===== src/common/gtc_pkg.sv =====
// constants, types and register map of the general timer counter core
package gtc_pkg;

  // ==========================================================================
  // register map (byte addresses on the register port)
  // ==========================================================================
  localparam logic [3:0] ADDR_CONTROL = 4'h0;  // timer_control_reg
  localparam logic [3:0] ADDR_COUNTER = 4'h4;  // counter_value_reg
  localparam logic [3:0] ADDR_PERIOD  = 4'h8;  // period_register
  localparam logic [3:0] ADDR_STATUS  = 4'hC;  // flags and their enables

  // ==========================================================================
  // control register fields
  // ==========================================================================
  localparam int CTL_CLEAR_BIT  = 2;  // counter_clear_bit, reads back as zero
  localparam int CTL_MODE_LSB   = 4;  // mode_select_low, mode_select_high above it
  localparam int CTL_DIV_LSB    = 6;  // prescale_low, prescale_high above it
  localparam int CTL_SRC_LSB    = 8;  // clock_source_low, clock_source_high above it

  // ==========================================================================
  // status register fields
  // ==========================================================================
  localparam int STS_OVF_FLAG   = 0;  // counter_overflow_flag
  localparam int STS_MATCH_FLAG = 1;  // period_match_flag
  localparam int STS_OVF_EN     = 4;
  localparam int STS_MATCH_EN   = 5;

  // ==========================================================================
  // values
  // ==========================================================================
  localparam logic [15:0] CNT_ZERO = 16'h0000;
  localparam logic [15:0] CNT_ONE  = 16'h0001;
  localparam logic [15:0] CNT_MAX  = 16'hFFFF;
  localparam logic [15:0] RST_WORD = 16'h0000;
  localparam logic [2:0]  PRESC_RST = 3'h0;

  // source selection codes
  localparam logic [1:0] SRC_EXT  = 2'h0;
  localparam logic [1:0] SRC_AUX  = 2'h1;
  localparam logic [1:0] SRC_MAIN = 2'h2;

  // divider selection codes
  localparam logic [1:0] DIV_1 = 2'h0;
  localparam logic [1:0] DIV_2 = 2'h1;
  localparam logic [1:0] DIV_4 = 2'h2;
  localparam logic [1:0] DIV_8 = 2'h3;

  // counting modes, encoding fixed by the mode_select_field
  typedef enum logic [1:0] {
    GTC_STOP = 2'h0,
    GTC_UP   = 2'h1,
    GTC_CONT = 2'h2,
    GTC_UPDN = 2'h3
  } gtc_mode_t;

  // whole state of the core
  typedef struct packed {
    logic [2:0]  sync1;       // first synchroniser stage of the three clock pins
    logic [2:0]  sync2;       // second stage
    logic        src_prev;    // selected source level one cycle ago
    logic [2:0]  presc;       // prescaler, invisible to software
    gtc_mode_t   mode;
    logic [1:0]  src_sel;
    logic [1:0]  div_sel;
    logic [15:0] cnt;
    logic [15:0] period;      // value software wrote
    logic [15:0] eff;         // period the counter currently obeys
    logic        dir_down;
    logic        defer_tick;  // adopt period after one more timer clock
    logic        defer_zero;  // adopt period once counting down reaches zero
    logic        ovf_flag;
    logic        match_flag;
    logic        ovf_en;
    logic        match_en;
    logic [15:0] rdata;
    logic        irq;
  } gtc_state_t;

endpackage


===== src/hdl/gtc_core.sv =====
// 16-bit general timer counter core with clock select, prescaler and four modes
`timescale 1ns/100ps
`default_nettype none
// What this block does
// - flags set only when counting steps into a value, never on software loads
// - 16-bit counter; mode field selects stop, up, continuous or up/down
// - each divided timer clock rising edge moves the running counter by one
// - software reads and writes the counter value at any time
// - source field picks auxiliary, main or external timer clock
// - divider field passes the clock or divides it by 2, 4 or 8
// - prescaler cleared only by reset or clear bit, never readable
// - period zero halts up and up/down; nonzero write restarts upward from zero
// - clear bit zeroes counter and prescaler; counting resumes upward unless stopped
// - writing zero to counter makes counting proceed upward from zero
// - entering or leaving stop mode leaves the counter value unchanged
// - direction bit survives stop, resumes in up/down, cleared by clear bit
// - up mode restarts from zero once counter equals or exceeds period
// - up mode sets match flag at period, overflow on period to zero
// - flags set regardless of enables; request needs own and global enable
// - smaller period in clock high acts next edge, in low one clock later
// - equal or larger period written while running just extends counting
// - continuous mode counts from present value to all ones, wraps to zero
// - continuous mode sets overflow when stepping from all ones to zero
// - continuous mode uses the period register as plain compare value
// - up/down counts up to period then down to zero and repeats
// - up/down sets match entering period, overflow stepping from one to zero
// - period rewritten while counting down applies only after reaching zero

module gtc_core (
  input  wire logic        i_clk,
  input  wire logic        i_rst_n,
  input  wire logic        i_aux_clk,
  input  wire logic        i_main_clk,
  input  wire logic        i_ext_timer_clk,
  input  wire logic        i_global_irq_en,
  input  wire logic [3:0]  i_addr,
  input  wire logic [15:0] i_wdata,
  input  wire logic        i_wr,
  input  wire logic        i_rd,
  output logic      [15:0] o_rdata,
  output logic             o_irq_req
);

  // ==========================================================================
  // state
  // ==========================================================================
  gtc_pkg::gtc_state_t state_reg;
  gtc_pkg::gtc_state_t state_next;

  // decoded strobes and timing events, shared with the checks below
  logic        wr_ctl;
  logic        wr_cnt;
  logic        wr_per;
  logic        wr_sts;
  logic        clr;
  logic        src_lvl;
  logic        src_rise;
  logic        tick;
  logic        phase_high;
  logic        halted;
  logic        set_ovf;
  logic        set_match;
  logic [15:0] cnt_inc;
  logic [15:0] cnt_dec;

  assign wr_ctl  = i_wr && (i_addr == gtc_pkg::ADDR_CONTROL);
  assign wr_cnt  = i_wr && (i_addr == gtc_pkg::ADDR_COUNTER);
  assign wr_per  = i_wr && (i_addr == gtc_pkg::ADDR_PERIOD);
  assign wr_sts  = i_wr && (i_addr == gtc_pkg::ADDR_STATUS);
  assign clr     = wr_ctl && i_wdata[gtc_pkg::CTL_CLEAR_BIT];
  assign cnt_inc = state_reg.cnt + gtc_pkg::CNT_ONE;
  assign cnt_dec = state_reg.cnt - gtc_pkg::CNT_ONE;

  // ==========================================================================
  // clock source, prescaler and timer clock phase
  // ==========================================================================
  // only the second synchroniser stage is looked at; switching source while
  // running can fake an edge, which is why software must halt first
  always_comb begin
    case (state_reg.src_sel)
      gtc_pkg::SRC_AUX:  src_lvl = state_reg.sync2[1];
      gtc_pkg::SRC_MAIN: src_lvl = state_reg.sync2[2];
      default:           src_lvl = state_reg.sync2[0];
    endcase
  end

  assign src_rise = src_lvl && !state_reg.src_prev;

  // divided clock rises when its top prescaler bit goes from 0 to 1,
  // so that bit being high marks the high phase of the timer clock
  always_comb begin
    case (state_reg.div_sel)
      gtc_pkg::DIV_2: begin
        tick       = src_rise && (state_reg.presc[0] == 1'b0);
        phase_high = state_reg.presc[0];
      end
      gtc_pkg::DIV_4: begin
        tick       = src_rise && (state_reg.presc[1:0] == 2'h1);
        phase_high = state_reg.presc[1];
      end
      gtc_pkg::DIV_8: begin
        tick       = src_rise && (state_reg.presc[2:0] == 3'h3);
        phase_high = state_reg.presc[2];
      end
      default: begin
        tick       = src_rise;
        phase_high = src_lvl;
      end
    endcase
  end

  // a zero period in up or up/down freezes the counter
  assign halted = (state_reg.mode == gtc_pkg::GTC_STOP) ||
                  (((state_reg.mode == gtc_pkg::GTC_UP) ||
                    (state_reg.mode == gtc_pkg::GTC_UPDN)) &&
                   (state_reg.eff == gtc_pkg::CNT_ZERO));

  // ==========================================================================
  // next state
  // ==========================================================================
  always_comb begin
    state_next          = state_reg;
    set_ovf             = 1'b0;
    set_match           = 1'b0;
    state_next.sync1    = {i_main_clk, i_aux_clk, i_ext_timer_clk};
    state_next.sync2    = state_reg.sync1;
    state_next.src_prev = src_lvl;

    // prescaler runs on every source edge, whatever the mode
    if (src_rise) begin
      state_next.presc = state_reg.presc + 3'h1;
    end

    // counting step; only this path raises flags, loads never do
    if (tick && !halted) begin
      case (state_reg.mode)
        gtc_pkg::GTC_UP: begin
          if (state_reg.cnt >= state_reg.eff) begin
            state_next.cnt = gtc_pkg::CNT_ZERO;
            set_ovf        = (state_reg.cnt == state_reg.eff);
          end else begin
            state_next.cnt = cnt_inc;
            set_match      = (cnt_inc == state_reg.eff);
          end
        end
        gtc_pkg::GTC_CONT: begin
          state_next.cnt = cnt_inc;
          set_ovf        = (state_reg.cnt == gtc_pkg::CNT_MAX);
          set_match      = (cnt_inc == state_reg.eff);
        end
        gtc_pkg::GTC_UPDN: begin
          if (!state_reg.dir_down) begin
            if (state_reg.cnt >= state_reg.eff) begin
              state_next.dir_down = 1'b1;
              state_next.cnt      = cnt_dec;
            end else begin
              state_next.cnt = cnt_inc;
              set_match      = (cnt_inc == state_reg.eff);
            end
          end else if (state_reg.cnt == gtc_pkg::CNT_ZERO) begin
            state_next.dir_down = 1'b0;
            state_next.cnt      = cnt_inc;
          end else begin
            state_next.cnt = cnt_dec;
            set_ovf        = (state_reg.cnt == gtc_pkg::CNT_ONE);
          end
        end
        default: begin
          state_next.cnt = state_reg.cnt;
        end
      endcase
      // a smaller period written in the low phase waited for this edge
      if (state_reg.defer_tick) begin
        state_next.eff        = state_reg.period;
        state_next.defer_tick = 1'b0;
      end
      // a period written on the way down waits until zero is reached
      if (state_reg.defer_zero && (state_next.cnt == gtc_pkg::CNT_ZERO)) begin
        state_next.eff        = state_reg.period;
        state_next.defer_zero = 1'b0;
      end
    end

    // period writes; comparison is made against the period in force now
    // in continuous the value is a plain compare, so it is never held back
    if (wr_per) begin
      state_next.period     = i_wdata;
      state_next.defer_tick = 1'b0;
      state_next.defer_zero = 1'b0;
      if (((state_reg.mode == gtc_pkg::GTC_UP) || (state_reg.mode == gtc_pkg::GTC_UPDN)) &&
          (state_reg.eff == gtc_pkg::CNT_ZERO) && (i_wdata != gtc_pkg::CNT_ZERO)) begin
        state_next.eff      = i_wdata;
        state_next.cnt      = gtc_pkg::CNT_ZERO;
        state_next.dir_down = 1'b0;
      end else if ((state_reg.mode == gtc_pkg::GTC_UPDN) && state_next.dir_down &&
                   (state_next.cnt != gtc_pkg::CNT_ZERO)) begin
        state_next.defer_zero = 1'b1;
      end else if (((state_reg.mode == gtc_pkg::GTC_UP) || (state_reg.mode == gtc_pkg::GTC_UPDN)) &&
                   (i_wdata < state_reg.eff) && !phase_high && !tick) begin
        state_next.defer_tick = 1'b1;
      end else begin
        state_next.eff = i_wdata;
      end
    end

    // counter load wins over a step in the same cycle
    if (wr_cnt) begin
      state_next.cnt = i_wdata;
      if (i_wdata == gtc_pkg::CNT_ZERO) begin
        state_next.dir_down = 1'b0;
      end
    end

    // control writes; the mode change alone never touches the count
    if (wr_ctl) begin
      state_next.mode    = gtc_pkg::gtc_mode_t'(i_wdata[gtc_pkg::CTL_MODE_LSB +: 2]);
      state_next.div_sel = i_wdata[gtc_pkg::CTL_DIV_LSB +: 2];
      state_next.src_sel = i_wdata[gtc_pkg::CTL_SRC_LSB +: 2];
    end
    if (clr) begin
      state_next.cnt      = gtc_pkg::CNT_ZERO;
      state_next.presc    = gtc_pkg::PRESC_RST;
      state_next.dir_down = 1'b0;
    end

    // flags: software writes the bit value, a hardware set in the same cycle wins
    if (wr_sts) begin
      state_next.ovf_flag   = i_wdata[gtc_pkg::STS_OVF_FLAG];
      state_next.match_flag = i_wdata[gtc_pkg::STS_MATCH_FLAG];
      state_next.ovf_en     = i_wdata[gtc_pkg::STS_OVF_EN];
      state_next.match_en   = i_wdata[gtc_pkg::STS_MATCH_EN];
    end
    if (set_ovf && !wr_cnt && !clr) begin
      state_next.ovf_flag = 1'b1;
    end
    if (set_match && !wr_cnt && !clr) begin
      state_next.match_flag = 1'b1;
    end

    // request needs the flag, its own enable and the global enable
    state_next.irq = i_global_irq_en &&
                     ((state_reg.ovf_flag && state_reg.ovf_en) ||
                      (state_reg.match_flag && state_reg.match_en));

    // read data stand only in the cycle after the strobe; prescaler has no address
    state_next.rdata = gtc_pkg::RST_WORD;
    if (i_rd) begin
      case (i_addr)
        gtc_pkg::ADDR_CONTROL: begin
          state_next.rdata[gtc_pkg::CTL_MODE_LSB +: 2] = state_reg.mode;
          state_next.rdata[gtc_pkg::CTL_DIV_LSB +: 2]  = state_reg.div_sel;
          state_next.rdata[gtc_pkg::CTL_SRC_LSB +: 2]  = state_reg.src_sel;
        end
        gtc_pkg::ADDR_COUNTER: state_next.rdata = state_reg.cnt;
        gtc_pkg::ADDR_PERIOD:  state_next.rdata = state_reg.period;
        gtc_pkg::ADDR_STATUS: begin
          state_next.rdata[gtc_pkg::STS_OVF_FLAG]   = state_reg.ovf_flag;
          state_next.rdata[gtc_pkg::STS_MATCH_FLAG] = state_reg.match_flag;
          state_next.rdata[gtc_pkg::STS_OVF_EN]     = state_reg.ovf_en;
          state_next.rdata[gtc_pkg::STS_MATCH_EN]   = state_reg.match_en;
        end
        default: state_next.rdata = gtc_pkg::RST_WORD;
      endcase
    end
  end

  // ==========================================================================
  // state register
  // ==========================================================================
  // everything clears to a stopped timer with counting direction up
  always_ff @(posedge i_clk or negedge i_rst_n) begin
    if (!i_rst_n) begin
      state_reg <= '0;
    end else begin
      state_reg <= state_next;
    end
  end

  assign o_rdata   = state_reg.rdata;
  assign o_irq_req = state_reg.irq;
endmodule
`default_nettype wire


===== config.mk =====
export PLATFORM = sky130hd
export DESIGN_NAME = gtc_core
export DESIGN_NICKNAME = d
export VERILOG_FILES = /design/src/common/gtc_pkg.sv /design/src/hdl/gtc_core.sv
export SDC_FILE = /design/constraint.sdc
export NUM_CORES = 1
export LEC_CHECK = 0
export BUFFER_PORTS_ARGS = -buffer_cell sky130_fd_sc_hd__buf_4
export CORE_MARGIN = 8
export CORE_UTILIZATION = 38
export DETAILED_ROUTE_END_ITERATION = 10
export GPL_TIMING_DRIVEN = 0
export PLACE_DENSITY = 0.66
export SYNTH_ARGS = -nofsm -noshare
export SYNTH_HDL_FRONTEND = slang
export SYNTH_SLANG_ARGS = --single-unit
export TNS_END_PERCENT = 50

===== constraint.sdc =====
create_clock -name i_clk -period 9.3 [get_ports i_clk]
set_input_delay 1.395 -clock i_clk [delete_from_list [all_inputs] [get_ports i_clk]]
set_output_delay 1.395 -clock i_clk [all_outputs]
set_load 0.01 [all_outputs]

==> flow_summary.toml <==
[run_status]
status = "completed"

[logic_synthesis]
synth-compound-area-share_pct = 19.28
syn_area_mm2 = 0.006884
synth_edf_count = 0
syn-num-nets = 870
ys_seq_elements = 88
avgSynthCellArea_um2 = 8.573
netlist_instances = 803
synth_simple_gate_area_share_pct = 22.25
synth_xor_area_share_pct = 4.835
yosysSeqAreaShare_pct = 31.99
yosys_warnings = 0
async_flop_share_pct = 100.0
synth_cell_types = 81
yosys.area.top_type = "dfrtp_1"
synth_flop_cell = "dfrtp_1"
synth_top_area_share_pct = 31.99
synthTopCellsByArea = "dfrtp_1 (32%), ha_1 (7.1%), mux2i_1 (5.2%), nand2_1 (3.8%), nor2_1 (3.7%)"
synth_fa_ha_area_share_pct = 7.088
synth_top_family_by_area = "simple AND/OR/NAND/NOR gates"
synth_mux_area_share_pct = 7.361

[timing]
hold_viol = 0
slew_headroom_pct = 13.51
worstMarginPinSlew_ps = 1277
slew_violations = 0
rsz0062_at_grt = "no"
finalSetupViolations = 0
worst_slack_ps = 3675
max_freq_ghz = 0.1778
fin_worst_skew_ps = 6.337
fin_setup_tns_ps = 0
period_share_pct = 60.48
finalWorstPathRequiredPeriod_ps = 5625

[die]
rows = 49
core_mm2 = 0.01784
pin_count = 45
dieArea_mm2 = 0.02268
die_y_um = 150.6
initial_core_util_pct = 38.59
chipWidth_um = 150.6

[flow_run]
drv_cap = 0

[route]
drt_iter0_drc = 742
totalWireLength_um = 24090
drc = 0
wl_per_cell_um = 22.08
drt_first_pass_iters = 5
via_count = 6621
ant_nets = 0
vias_per_cell = 6.069

[cells_and_area]
nFillCells = 1794
n_antenna_cell = 0
nNetsFinal = 925
area_delta_synth_final_pct = 13.61
fin_util_pct = 43.84
drive_gt1_share_pct = 12.53
largest_reg_flops = 68
fin_cells = 1091

[worst_setup_path]
path_class = "flip-flop to flip-flop"
crit_fanout = 10
crit_required_ps = 9520
startpoint = "state_reg[56]$_DFF_PN0_"
worstSetupEndpointType = "flip-flop"
cp_num_buf_inv = 4
cp-start-kind = "flip-flop"
crit_chain = "clkbuf_1 -> inv_1 -> ha_1 -> nand4_1 -> nor2_1 -> o31a_1 -> nor4_1 -> clkbuf_1 -> nor2_1 -> o31ai_1 -> o2111ai_1 -> nor4_2 -> a22oi_2 -> buf_2 -> mux2i_1 -> mux2i_1"
reg2reg_from = "state_reg[56]$_DFF_PN0_"
critPathTopFamily = "buffers and inverters"
worstPathArrival_ps = 5850
critPathMaxStageDelay_ps = 630
cpMaxStageDelayCell = "nor4_1"

[place]
gp_congestion = 0.9615
placed_cells = 1076
dp_hpwl_um = 18350
portBuffers = 44
place_ws_ps = 3918

[power]
pwr-share-seq_pct = 26.9
p_sw_mw = 1.088
p_sw_share_pct = 47.60
ir_drop_mv = 0.1149
comb_power_share_pct = 55.9
p_per_area_mw_per_mm2 = 292.2
p_int_mw = 1.198
power_frac_clock_pct = 17.2
power.total_mw = 2.286
p_leak_nw = 3.596

[clock_tree]
cts_setup_buffers = 0
ctsHtreeMaxLevel = 3
cts_hold_buf = 0
cts_root_buffer = "clkbuf_16"
clkSinkCount = 88
path_clk_slew_ps = 60
clock_path_buffers = 2
post_cts_resized = 0
cts_buffers = 9
clk-insertion-delay-late_ps = 340
cts_tree = "built"

[global_routing]
grt_max_degree = 89
grt_pass1_vias = 6376
grt_util_all_layers_pct = 21.47
grt_pass1_wl_um = 37360
gr-total-overflow = 0
antenna_found_initial = 1

[hold_path]
hold_start = "state_next[83]$_DFF_PN0_"
hp-class = "flip-flop to flip-flop"
==> logic make-up (layout without fill, tap and decap cells) <==
kind of cell	after synthesis	count (layout)
xor+xnor	38	38
compound gates	188	188
flops	88	88
simple gates	293	293
mux	46	46
fa+ha+maj	39	39
buf+inv	111	170
==> path summary, 6_finish.rpt <==
| kind | end | slack, ps | depth (start not counted) |
|---|---|---|---|
| min in group asynchronous | o_rdata[14]$_DFF_PN0_ | 1260 | 1 |
| worst min register to register | state_reg[83]$_DFF_PN0_ | 350 | 0 |
| worst max-delay path | state_reg[38]$_DFF_PN0_ | 3680 | 16 |
| worst min-delay path | state_reg[83]$_DFF_PN0_ | 350 | 0 |
| max in group asynchronous | state_reg[44]$_DFFE_PN0P_ | 7320 | 1 |
| worst max register to register | state_reg[38]$_DFF_PN0_ | 3680 | 16 |
==> synth_stat cells, types with 16 or more instances <==
cell and n:
a21oi_1 29, a22oi_1 24, buf_4 16, clkbuf_1 43, dfrtp_1 88, ha_1 39
inv_1 43, mux2i_1 36, nand2_1 69, nand3_1 25, nor2_1 68, nor2b_1 21
nor3_1 17, nor4_1 17, o21ai_0 38, xnor2_1 25
==> power groups by stage <==
stage / clock, mW / sequential [mW] / combinational (mW)
detailed placement: 0 / 0.616 / 1.23
global placement: 0 / 0.613 / 1.23
CTS: 0.397 / 0.610 / 1.24
global route: 0.411 / 0.626 / 1.38
finish: 0.392 / 0.615 / 1.28
floorplan: 0 / 0.569 / 0.888
==> layout make-up <==
| type | count | area (um^2) | area share (%) |
|---|---|---|---|
| buffer | 67 | 330.3 | 4.223 |
| clock inverter | 4 | 77.57 | 0.9918 |
| tap | 229 | 286.5 | 3.663 |
| multi-input combinational | 604 | 4187 | 53.53 |
| clock buffer | 11 | 242.7 | 3.104 |
| timing repair buffer | 44 | 330.3 | 4.223 |
| sequential | 88 | 2202 | 28.16 |
| inverter | 44 | 165.2 | 2.112 |
==> stage by stage <==
stage	cell area [um^2]	hold slack (ps)
5_1_grt	7821	367.1
3_5_place_dp	7501	339.5
4_1_cts	7821	357.5
3_3_place_gp	7501	334.1
2_1_floorplan	6884	331.2
6_report	7821	353.1
==> worst reg2reg max path: stages (launching register included) <==
cell	delay, ps
dfrtp_1	480
clkbuf_1	470
inv_1	200
ha_1	330
nand4_1	140
nor2_1	70
o31a_1	300
nor4_1	630
clkbuf_1	590
nor2_1	120
o31ai_1	440
o2111ai_1	260
nor4_2	570
a22oi_2	300
buf_2	330
mux2i_1	200
mux2i_1	90
==> layout by cell type (no fill, tap or decap), drive strengths merged, types with 15 or more instances in the layout <==
master | synthesis | final
mux2i | 36 | 36
nor2 | 68 | 68
a21oi | 31 | 31
nand3 | 25 | 25
nor2b | 21 | 21
xnor2 | 25 | 25
nor4 | 21 | 21
dfrtp | 88 | 88
nor3 | 18 | 18
nand2 | 69 | 69
o21ai | 43 | 43
buf | 24 | 68
a22oi | 25 | 25
clkbuf | 43 | 54
a21o | 15 | 15
inv | 43 | 44
ha | 39 | 39
==> routing by layer <==
metal | vias to the layer above | track usage (%) | wire (um)
met2 | 314 | 33.14 | 10750
met4 | 0 | 7.867 | 731
met3 | 60 | 5.020 | 2066
met1 | 3233 | 28.73 | 10540
li1 | 3014 | - | -
met5 | - | 0 | 0
No activity file was read; power rests on OpenSTA's default activity.
